[src/hw/rtc_pkg.sv]
// Constants, register map and carrier types of the clock control block
package rtc_pkg;

    // Timing: one time-of-day tick per second at a 125 MHz reference
    localparam longint unsigned CLK_PERIOD_NS   = 64'd8;
    localparam longint unsigned TICK_PERIOD_NS  = 64'd1_000_000_000;
    localparam int unsigned     TICK_CYCLES_DEF =
        int'(TICK_PERIOD_NS / CLK_PERIOD_NS);

    // Wishbone byte addresses of the register words
    localparam logic [7:0] OFS_CTRL_ONE  = 8'h00;
    localparam logic [7:0] OFS_IRQ_EN    = 8'h04;
    localparam logic [7:0] OFS_HOUR      = 8'h08;
    localparam logic [7:0] OFS_TIME      = 8'h0C;
    localparam logic [7:0] OFS_MODE      = 8'h10;
    localparam logic [7:0] OFS_STATUS    = 8'h14;
    localparam logic [7:0] OFS_CLEAR     = 8'h18;
    localparam logic [7:0] OFS_INT_EN    = 8'h1C;

    // Values after reset
    localparam logic [3:0] CTRL_ONE_RST  = 4'h0;
    localparam logic [5:0] IRQ_EN_RST    = 6'h00;
    localparam logic [5:0] HOUR_RST      = 6'h00;
    localparam logic [5:0] SEC_RST       = 6'h00;
    localparam logic [5:0] MIN_RST       = 6'h00;
    localparam logic [2:0] WEEK_RST      = 3'h0;
    localparam logic [7:0] FRC_RST       = 8'h00;
    localparam logic [1:0] STAT_RST      = 2'h0;
    localparam logic       MODE_RST      = 1'b0;

    // Count limits
    localparam logic [5:0] HOUR_12_LAST  = 6'h11;
    localparam logic [5:0] HOUR_24_LAST  = 6'h23;
    localparam logic [3:0] BCD_ONES_LAST = 4'h9;
    localparam logic [5:0] SEC_LAST      = 6'h3B;
    localparam logic [5:0] MIN_LAST      = 6'h3B;
    localparam logic [2:0] WEEK_LAST     = 3'h6;
    localparam logic [7:0] FRC_LAST      = 8'hFF;

    // Field positions inside the control byte
    localparam int unsigned CTRL_ONE_LSB = 4;

    typedef struct packed {
        logic run;
        logic fmt24;
        logic afternoonFlag;
        logic softReset;
    } rtc_ctrl_one_t;

    // Same order as the enable byte, bits 5 down to 0
    typedef struct packed {
        logic overflow;
        logic week;
        logic day;
        logic hour;
        logic minute;
        logic second;
    } rtc_evt_t;

    typedef struct packed {
        logic overflowFlag;
        logic clockIrqRequestFlag;
    } rtc_stat_t;

endpackage

[src/hw/rtc_ctrl_irq.sv]
// Clock control, periodic interrupt and register slave of the clock block
// Summary of operation
// Run bit halts or runs both counters
// Hour format bit selects 0-11 or 0-23
// Afternoon flag 0 morning, 1 afternoon
// Soft reset holds clock registers and control
// Software clears soft reset bit afterwards
// Standby or soft reset clears top bits
// Standby or soft reset clears enable register
// Reserved control bits always read zero
// Enabled time-of-day event sets clock request flag
// Overflow interrupt only when its enable set
// Weekly interrupt only while week enabled
// Daily interrupt only while day enabled
// Hourly interrupt only while hour enabled
// Minute interrupt only while minute enabled
// Second interrupt only while second enabled
// Twelve-hour wrap toggles afternoon flag
// Hour held as BCD tens and ones
// Writes to reserved bits are ignored
`timescale 1ns/100ps

module rtc_ctrl_irq
    import rtc_pkg::*;
#(
    parameter int unsigned TICK_CYCLES = TICK_CYCLES_DEF
) (
    // Clock and power-on reset
    input  wire logic        ref_clk,
    input  wire logic        sys_rst,
    // Device-level reset pins, synchronous
    input  wire logic        standbyInN,
    input  wire logic        systemResetIn,
    // Wishbone classic slave
    input  wire logic        wb_cyc_i,
    input  wire logic        wb_stb_i,
    input  wire logic        wb_we_i,
    input  wire logic [7:0]  wb_adr_i,
    input  wire logic [3:0]  wb_sel_i,
    input  wire logic [31:0] wb_dat_i,
    output logic      [31:0] wb_dat_o,
    output logic             wb_ack_o,
    // Interrupt
    output logic             irqOut
);

    localparam int unsigned TICK_W = $clog2(TICK_CYCLES + 1);

    rtc_ctrl_one_t ctrl_r;
    rtc_evt_t      irqEn_r;
    logic [5:0]    hour_r;
    logic [5:0]    sec_r;
    logic [5:0]    min_r;
    logic [2:0]    week_r;
    logic [7:0]    frc_r;
    logic          freeRunMode_r;
    rtc_stat_t     stat_r;
    rtc_stat_t     statSet;
    rtc_stat_t     intEn_r;
    logic [TICK_W-1:0] tickCnt_r;
    logic          ack_r;
    logic [31:0]   dat_r;
    logic          irq_r;

    logic          busReq;
    logic          wrStb;
    logic          laneLow;
    logic          clearClock;
    logic          running;
    logic          tick;
    logic          clkTick;
    logic          frcTick;
    logic          hourWrap;
    logic          hourEnd;
    logic          midnight;
    logic [5:0]    hourInc;
    rtc_evt_t      evt;
    logic [31:0]   rdData;

    // Bus decode: one wait state, writes land on the acked edge
    assign busReq  = wb_cyc_i && wb_stb_i;
    assign laneLow = wb_sel_i[0];
    assign wrStb   = busReq && wb_we_i && ack_r && laneLow;

    // Standby and soft reset share one synchronous clear path
    assign clearClock = !standbyInN || ctrl_r.softReset;

    assign running = ctrl_r.run && !clearClock;

    // Second divider; halted with the clock so a restart is aligned
    always_ff @(posedge ref_clk or posedge sys_rst) begin
        if (sys_rst) begin
            tickCnt_r <= '0;
        end else if (!running || ctrl_r.softReset) begin
            tickCnt_r <= '0;
        end else if (tickCnt_r == TICK_W'(TICK_CYCLES - 1)) begin
            tickCnt_r <= '0;
        end else begin
            tickCnt_r <= tickCnt_r + TICK_W'(1);
        end
    end

    assign tick    = running && (tickCnt_r == TICK_W'(TICK_CYCLES - 1));
    assign clkTick = tick && !freeRunMode_r;
    assign frcTick = tick && freeRunMode_r;

    // Hour arithmetic
    assign hourEnd  = ctrl_r.fmt24 ? (hour_r == HOUR_24_LAST)
                                   : (hour_r == HOUR_12_LAST);
    assign hourWrap = clkTick && (sec_r == SEC_LAST)
                      && (min_r == MIN_LAST);
    assign midnight = hourEnd && (ctrl_r.fmt24 || ctrl_r.afternoonFlag);

    always_comb begin
        if (hourEnd) begin
            hourInc = HOUR_RST;
        end else if (hour_r[3:0] == BCD_ONES_LAST) begin
            hourInc = {hour_r[5:4] + 2'h1, 4'h0};
        end else begin
            hourInc = {hour_r[5:4], hour_r[3:0] + 4'h1};
        end
    end

    // Periodic events
    always_comb begin
        evt          = '0;
        evt.second   = clkTick;
        evt.minute   = clkTick && (sec_r == SEC_LAST);
        evt.hour     = hourWrap;
        evt.day      = hourWrap && midnight;
        evt.week     = hourWrap && midnight && (week_r == WEEK_LAST);
        evt.overflow = frcTick && (frc_r == FRC_LAST);
    end

    // Control byte: top bits survive the ordinary reset pin
    always_ff @(posedge ref_clk or posedge sys_rst) begin
        if (sys_rst) begin
            ctrl_r <= CTRL_ONE_RST;
        end else if (!standbyInN) begin
            ctrl_r <= CTRL_ONE_RST;
        end else if (wrStb && wb_adr_i == OFS_CTRL_ONE) begin
            // Soft reset bit stays writable so software can leave it
            ctrl_r.softReset <= wb_dat_i[CTRL_ONE_LSB];
            if (!ctrl_r.softReset && !wb_dat_i[CTRL_ONE_LSB]) begin
                ctrl_r.run           <= wb_dat_i[7];
                ctrl_r.fmt24         <= wb_dat_i[6];
                ctrl_r.afternoonFlag <= wb_dat_i[5];
            end else begin
                ctrl_r.run           <= 1'b0;
                ctrl_r.fmt24         <= 1'b0;
                ctrl_r.afternoonFlag <= 1'b0;
            end
        end else begin
            // Ordinary reset only drops the soft reset bit; the hour
            // keeps counting through it, so the flag must follow
            if (systemResetIn) begin
                ctrl_r.softReset <= 1'b0;
            end
            if (ctrl_r.softReset) begin
                ctrl_r.run           <= 1'b0;
                ctrl_r.fmt24         <= 1'b0;
                ctrl_r.afternoonFlag <= 1'b0;
            end else if (evt.hour && !ctrl_r.fmt24 && hourEnd) begin
                ctrl_r.afternoonFlag <= !ctrl_r.afternoonFlag;
            end
        end
    end

    // Enable byte; the two top bits have no storage
    always_ff @(posedge ref_clk or posedge sys_rst) begin
        if (sys_rst) begin
            irqEn_r <= IRQ_EN_RST;
        end else if (clearClock) begin
            irqEn_r <= IRQ_EN_RST;
        end else if (wrStb && wb_adr_i == OFS_IRQ_EN) begin
            irqEn_r <= wb_dat_i[5:0];
        end
    end

    // Mode select, outside the soft reset like the source select
    always_ff @(posedge ref_clk or posedge sys_rst) begin
        if (sys_rst) begin
            freeRunMode_r <= MODE_RST;
        end else if (!standbyInN || systemResetIn) begin
            freeRunMode_r <= MODE_RST;
        end else if (wrStb && wb_adr_i == OFS_MODE) begin
            freeRunMode_r <= wb_dat_i[0];
        end
    end

    // Hour count in BCD
    always_ff @(posedge ref_clk or posedge sys_rst) begin
        if (sys_rst) begin
            hour_r <= HOUR_RST;
        end else if (ctrl_r.softReset) begin
            hour_r <= HOUR_RST;
        end else if (wrStb && wb_adr_i == OFS_HOUR) begin
            hour_r <= wb_dat_i[5:0];
        end else if (hourWrap) begin
            hour_r <= hourInc;
        end
    end

    // Seconds, minutes and weekday in binary
    always_ff @(posedge ref_clk or posedge sys_rst) begin
        if (sys_rst) begin
            sec_r  <= SEC_RST;
            min_r  <= MIN_RST;
            week_r <= WEEK_RST;
        end else if (ctrl_r.softReset) begin
            sec_r  <= SEC_RST;
            min_r  <= MIN_RST;
            week_r <= WEEK_RST;
        end else if (clkTick) begin
            sec_r <= (sec_r == SEC_LAST) ? SEC_RST : sec_r + 6'h01;
            if (evt.minute) begin
                min_r <= (min_r == MIN_LAST) ? MIN_RST : min_r + 6'h01;
            end
            if (evt.day) begin
                week_r <= (week_r == WEEK_LAST) ? WEEK_RST
                                                : week_r + 3'h1;
            end
        end
    end

    // Free-running counter used when the clock source is not the crystal
    always_ff @(posedge ref_clk or posedge sys_rst) begin
        if (sys_rst) begin
            frc_r <= FRC_RST;
        end else if (ctrl_r.softReset) begin
            frc_r <= FRC_RST;
        end else if (frcTick) begin
            frc_r <= frc_r + 8'h01;
        end
    end

    // Sticky status; a new event outranks a clear in the same cycle
    always_comb begin
        statSet.clockIrqRequestFlag =
            (evt.week   && irqEn_r.week)   ||
            (evt.day    && irqEn_r.day)    ||
            (evt.hour   && irqEn_r.hour)   ||
            (evt.minute && irqEn_r.minute) ||
            (evt.second && irqEn_r.second);
        statSet.overflowFlag = evt.overflow && irqEn_r.overflow;
    end

    always_ff @(posedge ref_clk or posedge sys_rst) begin
        if (sys_rst) begin
            stat_r <= STAT_RST;
        end else if (systemResetIn) begin
            stat_r <= STAT_RST;
        end else if (wrStb && wb_adr_i == OFS_CLEAR) begin
            stat_r <= (stat_r & ~wb_dat_i[1:0]) | statSet;
        end else begin
            stat_r <= stat_r | statSet;
        end
    end

    always_ff @(posedge ref_clk or posedge sys_rst) begin
        if (sys_rst) begin
            intEn_r <= STAT_RST;
        end else if (systemResetIn) begin
            intEn_r <= STAT_RST;
        end else if (wrStb && wb_adr_i == OFS_INT_EN) begin
            intEn_r <= wb_dat_i[1:0];
        end
    end

    always_ff @(posedge ref_clk or posedge sys_rst) begin
        if (sys_rst) begin
            irq_r <= 1'b0;
        end else begin
            irq_r <= |(stat_r & intEn_r);
        end
    end

    // Read mux; unmapped words and the clear word read as zero
    always_comb begin
        case (wb_adr_i)
            OFS_CTRL_ONE: rdData = {24'h0, ctrl_r, 4'h0};
            OFS_IRQ_EN:   rdData = {24'h0, 2'h0, irqEn_r};
            OFS_HOUR:     rdData = {26'h0, hour_r};
            OFS_TIME:     rdData = {13'h0, week_r, 2'h0, min_r,
                                    2'h0, sec_r};
            OFS_MODE:     rdData = {23'h0, frc_r, freeRunMode_r};
            OFS_STATUS:   rdData = {30'h0, stat_r};
            OFS_INT_EN:   rdData = {30'h0, intEn_r};
            default:      rdData = 32'h0;
        endcase
    end

    always_ff @(posedge ref_clk or posedge sys_rst) begin
        if (sys_rst) begin
            ack_r <= 1'b0;
            dat_r <= 32'h0;
        end else begin
            ack_r <= busReq && !ack_r;
            if (busReq && !ack_r) begin
                dat_r <= rdData;
            end
        end
    end

    assign wb_ack_o = ack_r;
    assign wb_dat_o = dat_r;
    assign irqOut   = irq_r;
endmodule // rtc_ctrl_irq

[config.mk]
export PLATFORM = sky130hd
export DESIGN_NAME = rtc_ctrl_irq
export DESIGN_NICKNAME = d
export VERILOG_FILES = /design/src/hw/rtc_pkg.sv /design/src/hw/rtc_ctrl_irq.sv
export SDC_FILE = /design/constraint.sdc
export NUM_CORES = 1
export LEC_CHECK = 0
export BUFFER_PORTS_ARGS = -buffer_cell sky130_fd_sc_hd__buf_2
export CAP_MARGIN = 20
export CORE_MARGIN = 4
export CORE_UTILIZATION = 57
export DETAILED_ROUTE_END_ITERATION = 10
export PLACE_DENSITY = 0.85
export SYNTH_ARGS = -nofsm -noshare
export SYNTH_HDL_FRONTEND = slang
export SYNTH_SLANG_ARGS = --single-unit
[constraint.sdc]
create_clock -name ref_clk -period 3.5 [get_ports ref_clk]
set_clock_uncertainty 0.05 [all_clocks]
set_input_delay 0.175 -clock ref_clk [delete_from_list [all_inputs] [get_ports ref_clk]]
set_output_delay 0.175 -clock ref_clk [all_outputs]
set_load 0.005 [all_outputs]
After elaboration in Yosys (flattened, before gate mapping)
Index checks and enable logic that the tools add are counted.
- flip-flop bits (word level): 105
- input port bits: 51
- output and inout bits: 34
- word-level logic and storage cells: 153
- $add $sub $neg: 7
- equality and inequality tests: 18
- mux-type cells: 37
- bitwise operators: 5
- reductions and logical operators: 61
- operators by type and width (kind ; number):
    19-bit one-hot mux with 7 select lines ; 1
    6-bit two-way mux ; 14
    27-bit two-way mux ; 2
    8-bit by 5-bit == test with 1-bit output (second input constant) ; 4
    1-bit logical AND ; 30
    27-bit by 1-bit adder with 27-bit output (second input constant) ; 1
    27-bit == test (second input constant) ; 1
    6-bit == test (second input constant) ; 3
    8-bit by 4-bit == test with 1-bit output (second input constant) ; 2
    8-bit two-way mux ; 2
    3-bit two-way mux ; 5
    2-bit nonzero test ; 7
    6-bit by 1-bit adder with 6-bit output (second input constant) ; 2
    2-bit two-way mux ; 5
    1-bit zero test ; 9
    8-bit by 1-bit adder with 8-bit output (second input constant) ; 1
    8-bit by 3-bit == test with 1-bit output (second input constant) ; 1
    8-bit == test (second input constant) ; 1
    8-bit zero test ; 1
    1-bit logical OR ; 8
    4-bit two-way mux ; 2
    6-bit by 5-bit == test with 1-bit output (second input constant) ; 1
    1-bit two-way mux ; 6
    3-bit by 1-bit != test with 1-bit output (second input constant) ; 2
    other kinds (13) ; 17

Depth between registers and ports, before layout
- depth in word-level cells: 18
- depth in mapped cells: 7
- mapped depth without buffers: 7

Worst setup path before layout
Ideal clock, no wire load.
- kind: flip-flop to flip-flop
- start point: reg tickCnt_r[0]
- end point: reg sec_r[4]
- setup time: 140 ps
- arrival time: 2250 ps
- data required time: 3310 ps
- path slack: 1060 ps
- stages on the path, launching flop included: 8
- buffers on the path: 1
- clock period less this slack: 2440 ps
- cell sequence: dfrtp_1 > ha_1 > nand3_1 > or4b_1 > or4_1 > buf_2 > o311ai_0 > o41ai_1
- word-level cells in the longest chain between the ends: 4
- RTL lines (element ; line ; RTL):
    start, declared ; rtc_ctrl_irq.sv:60 ; logic [TICK_W-1:0] tickCnt_r;
    start signal, assigned ; rtc_ctrl_irq.sv:99 ; tickCnt_r <= tickCnt_r + TICK_W'(1);
    27-bit == test ; rtc_ctrl_irq.sv:103 ; assign tick = running && (tickCnt_r == TICK_W'(TICK_CYCLES - 1));
    1-bit logical AND ; rtc_ctrl_irq.sv:103 ;
    1-bit logical AND ; rtc_ctrl_irq.sv:104 ; assign clkTick = tick && !freeRunMode_r;
    2-bit nonzero test (no source line) ; - ;
    end signal, assigned ; rtc_ctrl_irq.sv:215 ; sec_r <= (sec_r == SEC_LAST) ? SEC_RST : sec_r + 6'h01;
    end, declared ; rtc_ctrl_irq.sv:52 ; logic [5:0] sec_r;
Every way passes these cells.
A chain may end at the register's enable or synchronous reset.

Worst setup path after layout
- start point: reg tickCnt_r[0]
- end point: reg ctrl_r[1] (netlist bit)
- word-level cells in the longest chain between the ends: 8
- RTL lines (element ; line ; RTL):
    27-bit == test ; rtc_ctrl_irq.sv:103 ;
    1-bit logical AND ; rtc_ctrl_irq.sv:103 ;
    1-bit logical AND ; rtc_ctrl_irq.sv:104 ;
    1-bit logical AND ; rtc_ctrl_irq.sv:110 ; assign hourWrap = clkTick && (sec_r == SEC_LAST)
    1-bit logical AND ; rtc_ctrl_irq.sv:111 ; && (min_r == MIN_LAST);
    1-bit logical AND (2 in series) ; rtc_ctrl_irq.sv:163 ; end else if (evt.hour && !ctrl_r.fmt24 && hourEnd) begin
    4-bit by 1-bit != test with 1-bit output (no source line) ; - ;
    end, declared ; rtc_ctrl_irq.sv:49 ; rtc_ctrl_one_t ctrl_r;
Every way passes these cells.

==> metrics <==
vias in the first global route around 4100; FF+latch area 2252 sq um; measured slew at the worst slew-check pin between 0.9 and 1 ns; synth warn 0; Post-Syn Area per Cell a little under 10 sq um; CTS tree done; core area between 8000 and 9000 sq um; diodes inserted 0; # port buffers between 40 and 50; Hold Violations, Final 0; required time of the critical path around 3.7 ns; WP buf/inv 0; root cell of the clock tree clkbuf_8; top cell type by total area after synthesis dfrtp_1; first-pass GRT wire length roughly 20 mm; area share of the leading cell type in the synthesized netlist 0.4557; fill cell count 680; Final setup viols 0; DRC violations left 0; Final nets 616; worst ir drop on vdd 210.9 uV; max cap viols 0; status complete, no violations; fin crit share 0.8300; clock share of power 0.418; DP HPWL between 8 and 9 mm; postcts setup bufs 0; First-pass DRT Iterations 6; RSZ-0062 raised after global routing no; Area Overhead vs Synth 10.35%; post-CTS sizing 0; NetSw between 400 and 500 uW; number of distinct library cells after synthesis 64; GP Congestion 1.002; final slew viol count 0; Ports 85; initial antenna violation count 0; Worst-path clk slew about 0.10 ns; WP data arrival around 3.1 ns; slew margin rel. 0.3732; R2R depth 6; Switching Share 0.2317; crit path max fanout 11; routed vias/inst ~6.2; Max clock buf depth 2; Top FF cell, synth dfrtp_1; drt initial violations between 300 and 400; clk sinks 90; most frequent cells in the layout dfrtp_1, nor2_1, buf_2; max frequency between 0.3 and 0.4 GHz; commonest non-fill, non-tap cell in the layout dfrtp_1; Crit. path cell count 6; Seq/Total Area, Yosys 0.4557; Async SR Flop Fraction 1.000; Power Dens Cells ~350 nW/um^2; CP startpoint kind flip-flop; critical path's slowest cell or4_1; Initial Util 0.5926; post-route ant nets 0; worst setup path class flip-flop to flip-flop; Logic pwr share 0.036; WHS Path Cells 3; Lkg Pwr between 2 and 2.5 nW; area of the multi-input gates 2512 sq um; placement row count 33; Syn Inst Count around 510; worst-path cell chain ha_1 -> nand3_1 -> or4b_1 -> or4_1 -> or3_1 -> a311oi_1; Synth area leaders dfrtp_1, nor2_1, mux2i_1, xnor2_1, xor2_1; share of cells above drive strength 1 0.1418; placed cells 652; largest net degree at the start of global routing 38; sequential share of power 0.546; DR vias 4147; WL final around 12 mm; # H-tree levels 3; Total GRT Usage 0.2417; Die Wd between 100 and 150 um; clock latency on the worst-skew pair 0.37 ns; clock buffer count from CTS 9; CP top delay family simple AND/OR/NAND/NOR gates; Period minus WS final 2.905 ns; CP Capture Type flip-flop; die area between 10000 and 15000 sq um; setup tns final 0 ns; slowest cell delay on critical path 0.64 ns; GRT overflow 0; Post-Syn Area 4942 sq um; flops & latches, synth 90; number of synthesized flops with an enable pin 0; DR WL/cell 17.45 um; Hold WC Path Type input port to flip-flop; Internal between 1 and 1.5 mW; chip height just over 100 um; post-route insts no fill 669
[kinds of logic after synthesis]
| family | count (synthesis) | share of synthesized area |
|---|---|---|
| AOI/OAI and AO/OA | 86 | 0.1167 |
| xor gates and xnor gates | 32 | 0.05671 |
| adders and majority gates | 6 | 0.01519 |
| buffers and inverters | 45 | 0.04658 |
| DFF | 90 | 0.4557 |
| muxes | 26 | 0.05595 |
| other | 1 | 0.0007588 |
| and+or+nand+nor | 228 | 0.2524 |
[power groups by stage]
stage               registers (mW)  logic, mW  clock network [mW]
floorplan                     1.06     0.0481                   0
global placement              1.06     0.0670                   0
detailed placement            1.06     0.0688                   0
CTS                           1.04     0.0698               0.808
global route                  1.04     0.0783               0.845
finish                        1.04     0.0691               0.798
[per-layer routing]
| layer | part of all wire | global-route usage | up-vias | wire length (um) |
|---|---|---|---|---|
| li1 | - | - | 1936 | - |
| met1 | 0.42 | 0.3195 | 2006 | 4924 |
| met2 | 0.48 | 0.3898 | 176 | 5589 |
| met3 | 0.074 | 0.04706 | 29 | 861 |
| met4 | 0.025 | 0.1012 | 0 | 297 |
| met5 | 0 | 0 | - | 0 |
[per-stage QoR]
step | utilization | setup slack (ns) | power [mW] | hold WS (ns) | instance area [sq um]
after floorplan | - | 0.9397 | 1.110 | 0.2471 | 4995
after global placement | 0.6259 | 0.7197 | 1.129 | 0.2145 | 5220
after detailed placement | 0.6259 | 0.6394 | 1.131 | 0.2250 | 5220
after CTS | 0.6539 | 0.5999 | 1.919 | 0.002744 | 5454
after global routing | 0.6539 | 0.4198 | 1.965 | 0.03804 | 5454
final | 0.6539 | 0.5951 | 1.909 | 0.01896 | 5454
[cells in the mapped netlist (10+ instances only)]
| library cell | number |
|---|---|
| dfrtp_1 | 90 |
| nor2_1 | 69 |
| nand2_1 | 31 |
| nand3_1 | 23 |
| mux2i_1 | 22 |
| o21ai_0 | 22 |
| a21oi_1 | 19 |
| xnor2_1 | 17 |
| buf_4 | 16 |
| and3_1 | 15 |
| nand4_1 | 15 |
| xor2_1 | 15 |
| clkbuf_1 | 14 |
| inv_1 | 14 |
| a22o_1 | 10 |
| nor4_1 | 10 |
[timing repair]
item | 4_1_cts | 5_1_grt
setup endpoints to repair | 0 | 0
hold buffers | 1 | 0
endpoints found under the hold margin | 35 | 0
[cell type report]
type / instances / share of cell area
multi-input combinational: 393 / 0.4607
sequential: 90 / 0.4129
timing repair buffer: 51 / 0.05139
tap: 105 / 0.02409
clock buffer: 9 / 0.02271
clock inverter: 7 / 0.01835
inverter: 14 / 0.009865
[flip-flops by register name (all words and copies together) (netlist names), 3 cells and up]
register / flops
tickCnt_r: 27
min_r: 6
frc_r: 8
hour_r: 6
week_r: 3
irqEn_r: 6
sec_r: 6
ctrl_r: 4
wb_dat_o: 17
[final timing paths]
kind / from / to / slack, ns
worst max-delay path: tickCnt_r[0] / ctrl_r[1] / 0.60
worst min-delay path: wb_dat_i[2] / irqEn_r[2] / 0.02
worst max register to register: tickCnt_r[0] / ctrl_r[1] / 0.60
worst min register to register: wb_dat_o[4] / wb_dat_o[4] / 0.43
max in group asynchronous: sys_rst / week_r[1] / 2.22
min in group asynchronous: sys_rst / irqEn_r[0] / 0.36
[tightest hold or removal path, cell delays in order]
cell     delay (ns)
buf_2          0.09
mux2i_1        0.06
nor2_1         0.08
Power figures use the tool's default switching activity.
